## config.mk

```make
export PLATFORM = sky130hd
export DESIGN_NAME = motor_ctrl_regs
export DESIGN_NICKNAME = d
export VERILOG_FILES = /design/src/common/motor_ctrl_pkg.sv /design/src/logic/motor_ctrl_regs.sv
export SDC_FILE = /design/constraint.sdc
export NUM_CORES = 1
export LEC_CHECK = 0
export BUFFER_PORTS_ARGS = -buffer_cell sky130_fd_sc_hd__buf_4
export CORE_MARGIN = 1
export CORE_UTILIZATION = 45
export CTS_CLUSTER_SIZE = 14
export DETAILED_ROUTE_END_ITERATION = 12
export GPL_TIMING_DRIVEN = 0
export PLACE_DENSITY = 0.78
export SYNTH_ARGS = -nofsm -noshare
export SYNTH_HDL_FRONTEND = slang
export SYNTH_SLANG_ARGS = --single-unit
```

## constraint.sdc

```tcl
create_clock -name core_clk -period 5.87 [get_ports core_clk]
set_clock_uncertainty 0.2 [all_clocks]
set_input_delay 0 -clock core_clk [delete_from_list [all_inputs] [get_ports core_clk]]
set_output_delay 0 -clock core_clk [all_outputs]
set_load 0.03 [all_outputs]
```

## src/common/motor_ctrl_pkg.sv

```systemverilog
// constants, field positions and carriers of the motor control register block
// assumes one 100 MHz clock and a single AHB-Lite master
// Contract
// - demag register compares or captures demag count
// - speed mode compares demag against speed counter
// - zero event in auto mode loads gain times capture over 256
// - prescaler upper nibble is current sampling ratio
// - prescaler lower nibble steps on ratio events
// - mask bits enable the interrupt sources; bit 5 serves both ratio flags, bit 6 the speed error
// - overcurrent flag only in voltage mode
// - demag interrupt needs a demag mode enabled
// - pwm update flag set on preload transfer
// - switched ratio up increments, shifts right
// - switched ratio down decrements, shifts left
// - ratio bits pending flags in auto/speed modes
// - status bits 4..0 show pending flags
// - writing all ones resynchronises the pwm
// - auto mode flags cleared only, never set
// - outputs held in reset state while disabled
// - zero sampling continues per hold select
// - clock enable low stops events and preloads
// - register writes accepted with clocks off
// - flag interrupts only when enabled, unmasked
package motor_ctrl_pkg;
    // ==========================================
    // register byte offsets
    localparam logic [7:0] OFS_DEMAG = 8'h00;
    localparam logic [7:0] OFS_GAIN = 8'h04;
    localparam logic [7:0] OFS_PRESC = 8'h08;
    localparam logic [7:0] OFS_MASK = 8'h0C;
    localparam logic [7:0] OFS_FLAG = 8'h10;
    localparam logic [7:0] OFS_CTRLA = 8'h14;
    localparam logic [7:0] OFS_AUX = 8'h18;
    localparam logic [7:0] OFS_SPDST = 8'h1C;
    localparam logic [7:0] OFS_NCC = 8'h20;
    // ==========================================
    // field positions (flag and mask share them)
    localparam int B_PWM = 7;
    localparam int B_RUP = 6;
    localparam int B_RDN = 5;
    localparam int B_OC = 4;
    localparam int B_EMG = 3;
    localparam int B_ZC = 2;
    localparam int B_DEM = 1;
    localparam int B_COM = 0;
    localparam int B_SPDERR = 6;
    localparam int CA_OUT_EN = 7;
    localparam int CA_CLK_EN = 6;
    localparam int CA_HALL = 5;
    localparam int CA_CUR_MODE = 3;
    localparam int CA_AUTO = 2;
    localparam int CA_ZCAP = 0;
    localparam int AX_HW_DEM = 0;
    localparam int AX_EMU_DEM = 1;
    localparam int AX_PWM_RATE = 2;
    localparam int AX_ZHOLD = 3;
    localparam int AX_FB_LO = 4;
    // ==========================================
    // values
    localparam logic [7:0] RST_BYTE = 8'h00;
    localparam logic [7:0] RESYNC_VAL = 8'hFF;
    localparam logic [3:0] STEP_MAX = 4'hF;
    localparam logic [1:0] RS_HIZ = 2'h0;
    localparam logic [1:0] RS_HIGH = 2'h1;
    localparam logic [2:0] HSIZE_WORD = 3'h2;
    // events from the detectors, sampled on core_clk
    typedef struct packed {
        logic zero_cross;
        logic demag_end;
        logic commutation;
        logic emergency;
        logic current_at_limit;
        logic pwm_transfer_done;
        logic ratio_inc;
        logic ratio_dec;
        logic [7:0] demag_count;
        logic [7:0] zero_cur;
        logic [7:0] zero_prev;
        logic [7:0] speed_counter;
    } motor_evt_t;
endpackage

```

## src/logic/motor_ctrl_regs.sv

```systemverilog
// interrupt, control and multiplier registers of the motor controller
// assumes detector events synchronous to core_clk, one AHB-Lite master
`timescale 1ns/1ps
`default_nettype none
module motor_ctrl_regs
    import motor_ctrl_pkg::*;
(
    input wire logic core_clk, // 100 MHz
    input wire logic rst_n, // async reset
    input wire logic hsel, // slave select
    input wire logic [31:0] haddr, // byte address
    input wire logic [1:0] htrans, // transfer type
    input wire logic hwrite, // write when high
    input wire logic [2:0] hsize, // word size for writes only
    input wire logic [31:0] hwdata, // write data
    input wire logic hready, // bus ready
    output logic hreadyout, // slave ready
    output logic hresp, // always okay
    output logic [31:0] hrdata, // read data
    input wire motor_evt_t evt, // detector events
    input wire logic global_irq_mask, // cpu mask, high blocks
    input wire logic [1:0] reset_state_opt, // output reset option
    input wire logic [5:0] phase_drive, // pwm phase levels
    output logic [5:0] phase_outputs, // phase pin levels
    output logic [5:0] phase_oe, // phase pin enables
    output logic irq, // interrupt request
    output logic pwm_resync, // counter reset and preload pulse
    output logic periph_clk_en, // internal clocks running
    output logic zero_sample_en, // zero sampling runs
    output logic demag_sample_en, // demag sampling runs
    output logic timer_shift_right, // one-cycle pulse
    output logic timer_shift_left, // one-cycle pulse
    output logic [3:0] current_mode_tick_ratio, // sampling ratio
    output logic [7:0] next_commutation_compare // multiplier result
);
    // ==========================================
    // registers
    logic [7:0] demag_q, gain_q, presc_q, mask_q, flag_q, ctrla_q, aux_q;
    logic [7:0] flag_d, ncc_q;
    logic spd_err_q, spd_ge_q, emu_eq_q, oc_prev_q;
    logic wr_pend_q, rd_pend_q, ready_q, irq_q, resync_q;
    logic shr_q, shl_q;
    logic [7:0] addr_q;
    logic [31:0] rdata_q;
    logic [5:0] pout_q, poe_q;

    // keeps only the bits that software writes as 1; a 0 clears
    function automatic logic [7:0] keep_ones(input logic [7:0] cur,
                                             input logic [7:0] wd);
        keep_ones = cur & wd;
    endfunction

    // ==========================================
    // bus decode
    wire addr_take = hsel & htrans[1] & hready;
    wire wr_take = addr_take & hwrite & (hsize == HSIZE_WORD);
    wire rd_take = addr_take & ~hwrite;
    wire [7:0] wd = hwdata[7:0];
    wire wr_demag = wr_pend_q & (addr_q == OFS_DEMAG);
    wire wr_gain = wr_pend_q & (addr_q == OFS_GAIN);
    wire wr_presc = wr_pend_q & (addr_q == OFS_PRESC);
    wire wr_mask = wr_pend_q & (addr_q == OFS_MASK);
    wire wr_flag = wr_pend_q & (addr_q == OFS_FLAG);
    wire wr_ctrla = wr_pend_q & (addr_q == OFS_CTRLA);
    wire wr_aux = wr_pend_q & (addr_q == OFS_AUX);
    wire wr_spdst = wr_pend_q & (addr_q == OFS_SPDST);
    wire wr_resync = wr_flag & (wd == RESYNC_VAL);

    // read mux; unmapped offsets read as zero
    logic [7:0] rd_byte;
    always_comb begin
        case (addr_q)
            OFS_DEMAG: rd_byte = demag_q;
            OFS_GAIN: rd_byte = gain_q;
            OFS_PRESC: rd_byte = presc_q;
            OFS_MASK: rd_byte = mask_q;
            OFS_FLAG: rd_byte = flag_q;
            OFS_CTRLA: rd_byte = ctrla_q;
            OFS_AUX: rd_byte = aux_q;
            OFS_SPDST: rd_byte = {1'b0, spd_err_q, 6'h00};
            OFS_NCC: rd_byte = ncc_q;
            default: rd_byte = RST_BYTE;
        endcase
    end

    // ==========================================
    // mode decode
    wire cke = ctrla_q[CA_CLK_EN];
    wire phase_output_enable = ctrla_q[CA_OUT_EN];
    wire auto_commutation_select = ctrla_q[CA_AUTO];
    wire cur_mode = ctrla_q[CA_CUR_MODE];
    wire hw_demag_enable = aux_q[AX_HW_DEM];
    wire emulated_demag_enable = aux_q[AX_EMU_DEM];
    wire spd_mode = |aux_q[AX_FB_LO+1:AX_FB_LO];
    wire pend_mode = auto_commutation_select | spd_mode;
    wire sw_ratio = ~pend_mode;

    // detectors are silent while the internal clocks are off
    wire ev_zc = cke & evt.zero_cross;
    wire ev_com = cke & evt.commutation;
    wire ev_emg = cke & evt.emergency;
    wire ev_pwm = cke & evt.pwm_transfer_done;
    wire ev_hdem = cke & hw_demag_enable & evt.demag_end;
    wire spd_ge = evt.speed_counter >= demag_q;
    wire emu_eq = evt.speed_counter == demag_q;
    // demag value is a compare for emulation, not in speed mode
    wire ev_edem = cke & emulated_demag_enable & ~spd_mode & emu_eq & ~emu_eq_q;
    wire ev_spd = cke & spd_mode & spd_ge & ~spd_ge_q;
    wire oc_rise = cke & evt.current_at_limit & ~oc_prev_q;

    // switched mode ratio actions at commutation; both set means none
    wire both_ratio = flag_q[B_RUP] & flag_q[B_RDN];
    wire sw_inc = sw_ratio & ev_com & flag_q[B_RUP] & ~both_ratio;
    wire sw_dec = sw_ratio & ev_com & flag_q[B_RDN] & ~both_ratio;
    wire r_up = sw_inc | (pend_mode & cke & evt.ratio_inc);
    wire r_dn = sw_dec | (pend_mode & cke & evt.ratio_dec);

    // hardware set vector of the flag register
    logic [7:0] hw_set;
    assign hw_set[B_PWM] = ev_pwm | wr_resync;
    assign hw_set[B_RUP] = pend_mode & cke & evt.ratio_inc;
    assign hw_set[B_RDN] = pend_mode & cke & evt.ratio_dec;
    assign hw_set[B_OC] = oc_rise & ~cur_mode;
    assign hw_set[B_EMG] = ev_emg;
    assign hw_set[B_ZC] = ev_zc;
    assign hw_set[B_DEM] = ev_hdem | ev_edem;
    assign hw_set[B_COM] = ev_com;

    // software side: write 0 clears, write 1 keeps, ratio bits taken as written in switched mode; all-ones is resync only
    logic [7:0] flag_sw;
    always_comb begin
        flag_sw = flag_q;
        if (wr_flag & ~wr_resync) begin
            flag_sw = keep_ones(flag_q, wd);
            if (sw_ratio) begin
                flag_sw[B_RUP] = wd[B_RUP];
                flag_sw[B_RDN] = wd[B_RDN];
            end
        end
        if (sw_ratio & ev_com) begin
            flag_sw[B_RUP] = 1'b0;
            flag_sw[B_RDN] = 1'b0;
        end
    end
    assign flag_d = flag_sw | hw_set;

    // interrupt enables per flag
    logic [7:0] irq_en;
    assign irq_en[B_PWM] = mask_q[B_PWM];
    assign irq_en[B_RUP] = mask_q[B_RDN] & pend_mode;
    assign irq_en[B_RDN] = mask_q[B_RDN] & pend_mode;
    assign irq_en[B_OC] = mask_q[B_OC];
    assign irq_en[B_EMG] = mask_q[B_EMG];
    assign irq_en[B_ZC] = mask_q[B_ZC];
    assign irq_en[B_DEM] = mask_q[B_DEM] & (hw_demag_enable | emulated_demag_enable);
    assign irq_en[B_COM] = mask_q[B_COM];
    wire irq_d = ~global_irq_mask &
        ((|(flag_q & irq_en)) | (mask_q[B_SPDERR] & spd_err_q));

    // multiplier: 8x8 product, upper byte is the divide by 256
    wire [7:0] zsel = ctrla_q[CA_ZCAP] ? evt.zero_cur : evt.zero_prev;
    wire [15:0] product = gain_q * zsel;
    wire ncc_load = auto_commutation_select & ev_zc;

    // step ratio saturates so an extra event cannot wrap the prescaler
    logic [3:0] step_d;
    always_comb begin
        step_d = presc_q[3:0];
        if (r_up & ~r_dn & (presc_q[3:0] != STEP_MAX)) begin
            step_d = presc_q[3:0] + 4'h1;
        end else if (r_dn & ~r_up & (presc_q[3:0] != 4'h0)) begin
            step_d = presc_q[3:0] - 4'h1;
        end
    end

    // zero sampling with outputs, hall and pwm rate bits off follows the hold select
    wire zhold_case = ~phase_output_enable & ~ctrla_q[CA_HALL] & ~aux_q[AX_PWM_RATE];
    wire zs_d = cke & (~zhold_case | aux_q[AX_ZHOLD]);

    // ==========================================
    // bus slave state: reads take one wait state so a write just
    // before them is already visible
    always_ff @(posedge core_clk or negedge rst_n) begin
        if (!rst_n) begin
            wr_pend_q <= 1'b0;
            rd_pend_q <= 1'b0;
            ready_q <= 1'b1;
            addr_q <= RST_BYTE;
            rdata_q <= 32'h0000_0000;
        end else begin
            wr_pend_q <= wr_take;
            rd_pend_q <= rd_take;
            ready_q <= ~rd_take;
            if (addr_take) begin
                addr_q <= {haddr[7:2], 2'b00};
            end
            if (rd_pend_q) begin
                rdata_q <= {24'h00_0000, rd_byte};
            end
        end
    end

    // software registers; writes land whatever the clock enable
    always_ff @(posedge core_clk or negedge rst_n) begin
        if (!rst_n) begin
            gain_q <= RST_BYTE;
            mask_q <= RST_BYTE;
            ctrla_q <= RST_BYTE;
            aux_q <= RST_BYTE;
        end else begin
            if (wr_gain) gain_q <= wd;
            if (wr_mask) mask_q <= wd;
            if (wr_ctrla) ctrla_q <= wd;
            if (wr_aux) aux_q <= wd;
        end
    end

    // demag value: software write first, else hardware capture
    always_ff @(posedge core_clk or negedge rst_n) begin
        if (!rst_n) begin
            demag_q <= RST_BYTE;
        end else if (wr_demag) begin
            demag_q <= wd;
        end else if (ev_hdem & ~spd_mode) begin
            demag_q <= evt.demag_count;
        end
    end

    // prescaler: upper nibble sampling ratio, lower step ratio
    always_ff @(posedge core_clk or negedge rst_n) begin
        if (!rst_n) begin
            presc_q <= RST_BYTE;
        end else if (wr_presc) begin
            presc_q <= wd;
        end else begin
            presc_q <= {presc_q[7:4], step_d};
        end
    end

    // flags, speed error flag and edge history
    always_ff @(posedge core_clk or negedge rst_n) begin
        if (!rst_n) begin
            flag_q <= RST_BYTE;
            spd_err_q <= 1'b0;
            spd_ge_q <= 1'b0;
            emu_eq_q <= 1'b0;
            oc_prev_q <= 1'b0;
        end else begin
            flag_q <= flag_d;
            spd_err_q <= ev_spd | (spd_err_q & ~(wr_spdst & ~wd[B_SPDERR]));
            spd_ge_q <= spd_ge;
            emu_eq_q <= emu_eq;
            oc_prev_q <= evt.current_at_limit;
        end
    end

    // multiplier result and pulse outputs
    always_ff @(posedge core_clk or negedge rst_n) begin
        if (!rst_n) begin
            ncc_q <= RST_BYTE;
            irq_q <= 1'b0;
            resync_q <= 1'b0;
            shr_q <= 1'b0;
            shl_q <= 1'b0;
        end else begin
            if (ncc_load) ncc_q <= product[15:8];
            irq_q <= irq_d;
            resync_q <= wr_resync;
            shr_q <= sw_inc;
            shl_q <= sw_dec;
        end
    end

    // ==========================================
    // phase pins: driven when enabled, else option reset state
    genvar gi;
    generate
        for (gi = 0; gi < 6; gi++) begin : g_phase
            always_ff @(posedge core_clk or negedge rst_n) begin
                if (!rst_n) begin
                    pout_q[gi] <= 1'b0;
                    poe_q[gi] <= 1'b0;
                end else if (phase_output_enable) begin
                    pout_q[gi] <= phase_drive[gi];
                    poe_q[gi] <= 1'b1;
                end else begin
                    pout_q[gi] <= reset_state_opt == RS_HIGH;
                    poe_q[gi] <= reset_state_opt != RS_HIZ;
                end
            end
        end
    endgenerate

    // sampling enables registered so every output but the tied-off hresp is a flop
    logic zs_q, ds_q;
    always_ff @(posedge core_clk or negedge rst_n) begin
        if (!rst_n) begin
            zs_q <= 1'b0;
            ds_q <= 1'b0;
        end else begin
            zs_q <= zs_d;
            ds_q <= cke;
        end
    end

    assign hreadyout = ready_q;
    assign hresp = 1'b0;
    assign hrdata = rdata_q;
    assign phase_outputs = pout_q;
    assign phase_oe = poe_q;
    assign irq = irq_q;
    assign pwm_resync = resync_q;
    assign periph_clk_en = ctrla_q[CA_CLK_EN];
    assign zero_sample_en = zs_q;
    assign demag_sample_en = ds_q;
    assign timer_shift_right = shr_q;
    assign timer_shift_left = shl_q;
    assign current_mode_tick_ratio = presc_q[7:4];
    assign next_commutation_compare = ncc_q;
endmodule
`default_nettype wire

```

==> metrics.md <==
| Metric | Value |
|---|---|
| Post-synth EDFFs | `0` |
| Minimum clock period | `5.525 ns` |
| First-pass GRT wire length | `31820 um` |
| Top Usage Layer GRT | `met2` |
| # Post-CTS Setup Buffers | `0` |
| RSZ-0062 raised after global routing | `no` |
| Ports | `188` |
| Core ar. | `15310 um2` |
| Met1 GRT Util | `33.45%` |
| Gr ovfl total | `0` |
| Most numerous cell in the Yosys netlist | `dfrtp_1` |
| Worst Max-Slew Pin Slew | `0.8984 ns` |
| Die W | `127.9 um` |
| Residual DRC | `0` |
| 1st-iter DRT viols | `600` |
| Max Slew Vio Count | `0` |
| Pwr Density | `279.9 nW/um2` |
| Final Wtd Congestion | `0.8818` |
| Vias in the first global route | `6247` |
| Htree depth | `3` |
| Row Count | `45` |
| Post-synth cell types | `77` |
| Max-cap violation count | `0` |
| Fill cell count | `1277` |
| Avg Cell Area, Syn | `10.14 um2` |
| Setup TNS Final | `0 ns` |
| Synthesis-stage register bit count | `98` |
| Status | `finished, violations left` |
| FMAX | `181.0 MHz` |
| Die area | `16360 um2` |
| Sequential fraction of the synthesis area | `34.39%` |
| Initial antenna violation count | `0` |
| Pleak | `4.389 nW` |
| GRT Resource Usage Total | `25.31%` |
| Routed length per instance | `17.57 um` |
| Synth top cells by count | `97 x dfrtp_1, 70 x inv_1, 46 x mux2_2` |
| Via density | `5.519` |
| Die height | `127.9 um` |
| CTS Sinks | `98` |
| Synth Cell Area | `7136 um2` |
| Hold_ws | `-0.005417 ns` |
| Fraction of layout cells with a size suffix above 1 | `24.97%` |
| Fraction of registers with async set/reset | `100.0%` |
| # nets final | `1118` |
| Initial core utilization | `46.59%` |
| Register area | `2454 um2` |
| Crit-path max FO | `10` |
| Synth-to-layout area growth | `30.11%` |
| Drt pass-1 iters | `5` |
| Input/output buffers | `110` |
| CP Launch Type | `flip-flop` |
| DP HPWL | `13860 um` |
| Part of the cycle the worst path needs | `94.12%` |
| Antenna-violating nets left | `0` |
| Top cell type's share of synthesized area | `34.02%` |
| WP data required | `5.95 ns` |
| Num CTS Buffers | `9` |
| Ant. Diodes | `0` |
| # setup viols final | `0` |
| Main synth FF type | `dfrtp_1` |
| Dominant cell type by area after synthesis | `dfrtp_1` |
| Fin. Hold Viols | `1` |
| Slew HR | `39.78%` |
| Crit end category | `flip-flop` |
| Final wirelength | `19880 um` |
| Failing checks | `hold timing` |
| Maximum VDD drop | `0.0001616 V` |
| Dpl ws | `0.4373 ns` |
| CTS Buffer Depth | `2` |
| Maximum number of pins on one net before global-route repair | `99` |
| Yosys warns | `0` |
| Met2 Use GR | `40.95%` |
| Clk root buf | `clkbuf_16` |
| Via count | `6248` |
| Worst-path clk slew | `0.07 ns` |
| Worst Slack Setup Final | `0.3452 ns` |
| Area occupied by multi-input gates | `4133 um2` |
| TritonCTS clock tree | `yes` |
| Met3 Use GR | `5.718%` |
| Largest cells by area after synthesis | `dfrtp_1 34%, fa_1 10%, ha_1 7.5%` |
| Min-Delay Path Class | `in2reg` |
| Clk_lat worst skew | `0.35 ns` |
| Setup Crit Path Kind | `reg2reg` |
| Cells after Synth | `704` |
| Crit path DAT | `5.61 ns` |
[power breakdown]
| part | internal [W] | switching [W] |
|---|---|---|
| Combinational | 0.000500 | 0.000653 |
| Sequential | 0.000759 | 0.000108 |
| Clock | 0.000330 | 0.000249 |
| Total | 0.00159 | 0.00101 |
[through the flow]
stage	total power, W	std cells	util [%]	cell area (um2)	hold WS, ns
2_1_floorplan	0.001628	728	-	7226	-0.4956
3_3_place_gp	0.001924	1049	54.30	8315	-0.07714
3_5_place_dp	0.001955	1049	54.30	8315	-0.07720
4_1_cts	0.002580	1129	60.31	9236	0.02385
5_1_grt	0.002781	1132	60.62	9284	0.01420
6_report	0.002599	1132	60.62	9284	-0.005417
[kinds of logic (layout without fill, tap and decap cells)]
| group | Yosys count | after routing | share of synthesized area (%) |
|---|---|---|---|
| AOI/OAI and AO/OA | 126 | 126 | 12.41 |
| adders and majority gates | 79 | 79 | 17.64 |
| DFF | 98 | 98 | 34.39 |
| muxes | 62 | 62 | 9.609 |
| buffers and inverters | 131 | 324 | 8.960 |
| xor gates and xnor gates | 5 | 5 | 0.6137 |
| and+or+nand+nor | 202 | 202 | 16.32 |
| other | 1 | 25 | 0.05255 |
[state kept, by name (all words and copies together), names as in the netlist, 6 cells and up]
name,count
aux_q,8
ctrla_q,8
demag_q,8
flag_q,8
gain_q,8
hrdata,8
mask_q,8
next_commutation_compare,8
presc_q,8
addr_q,6
phase_outputs,6
[critical path, cell delays in order, from the launching register on]
cell and delay (ns):
dfrtp_1 0.34, buf_6 0.17, mux2i_1 0.71, nand2b_1 0.22, fa_1 0.43, fa_1 0.55, inv_1 0.05, fa_1 0.47
inv_1 0.05, fa_1 0.48, inv_1 0.04, ha_1 0.31, nand2_1 0.06, o21ai_0 0.46, o21ai_0 0.32, or4_1 0.53
nand3_1 0.10
[placed cells by master, fill, tap and decap left out, types with 11 or more instances in the layout]
cell type	count
ha_1	43
nand3_1	17
buf_4	145
nor3_1	13
and2_1	15
o21ai_0	15
nand2_1	40
dfrtp_1	97
fa_1	36
a21o_1	11
dlygate4sd3_1	66
nor2_1	22
mux2i_1	14
and3_1	14
inv_1	70
clkbuf_1	17
conb_1	25
a21oi_1	29
mux2_2	46
nor2b_1	24
a22oi_1	18
[final timing paths]
kind / from / to / slack, ns / cells after the start
setup reg to reg: ctrla_q[0] / next_commutation_compare[4] / 0.35 / 16
hold / removal: evt[4] / spd_ge_q / -0.005 / 4
max in group asynchronous: rst_n / hreadyout / 4.27 / 4
min in group asynchronous: rst_n / flag_q[7] / 0.48 / 3
hold reg to reg: ctrla_q[6] / demag_sample_en / 0.22 / 0
setup / recovery: ctrla_q[0] / next_commutation_compare[4] / 0.35 / 16
[final cells by class]
cell class / instances / area share, %
Sequential cell: 98 / 26.43
Inverter: 70 / 2.830
Timing Repair Buffer: 177 / 16.31
Buffer: 61 / 4.057
Clock inverter: 3 / 0.4313
Clock buffer: 13 / 2.588
Multi-Input combinational cell: 499 / 44.51
Tap cell: 211 / 2.844
[metal layers]
metal / up-vias / wire [um]
li1: 2843 / -
met1: 3039 / 8254
met2: 308 / 9438
met3: 58 / 1583
met4: 0 / 607
met5: - / 0
[what timing repair did]
| item | 4_1_cts | 5_1_grt |
|---|---|---|
| resized for setup | 0 | 0 |
| hold buffers | 64 | 2 |
| endpoints found under the hold margin | 171 | 9 |
No activity file was read; power rests on OpenSTA's default activity.
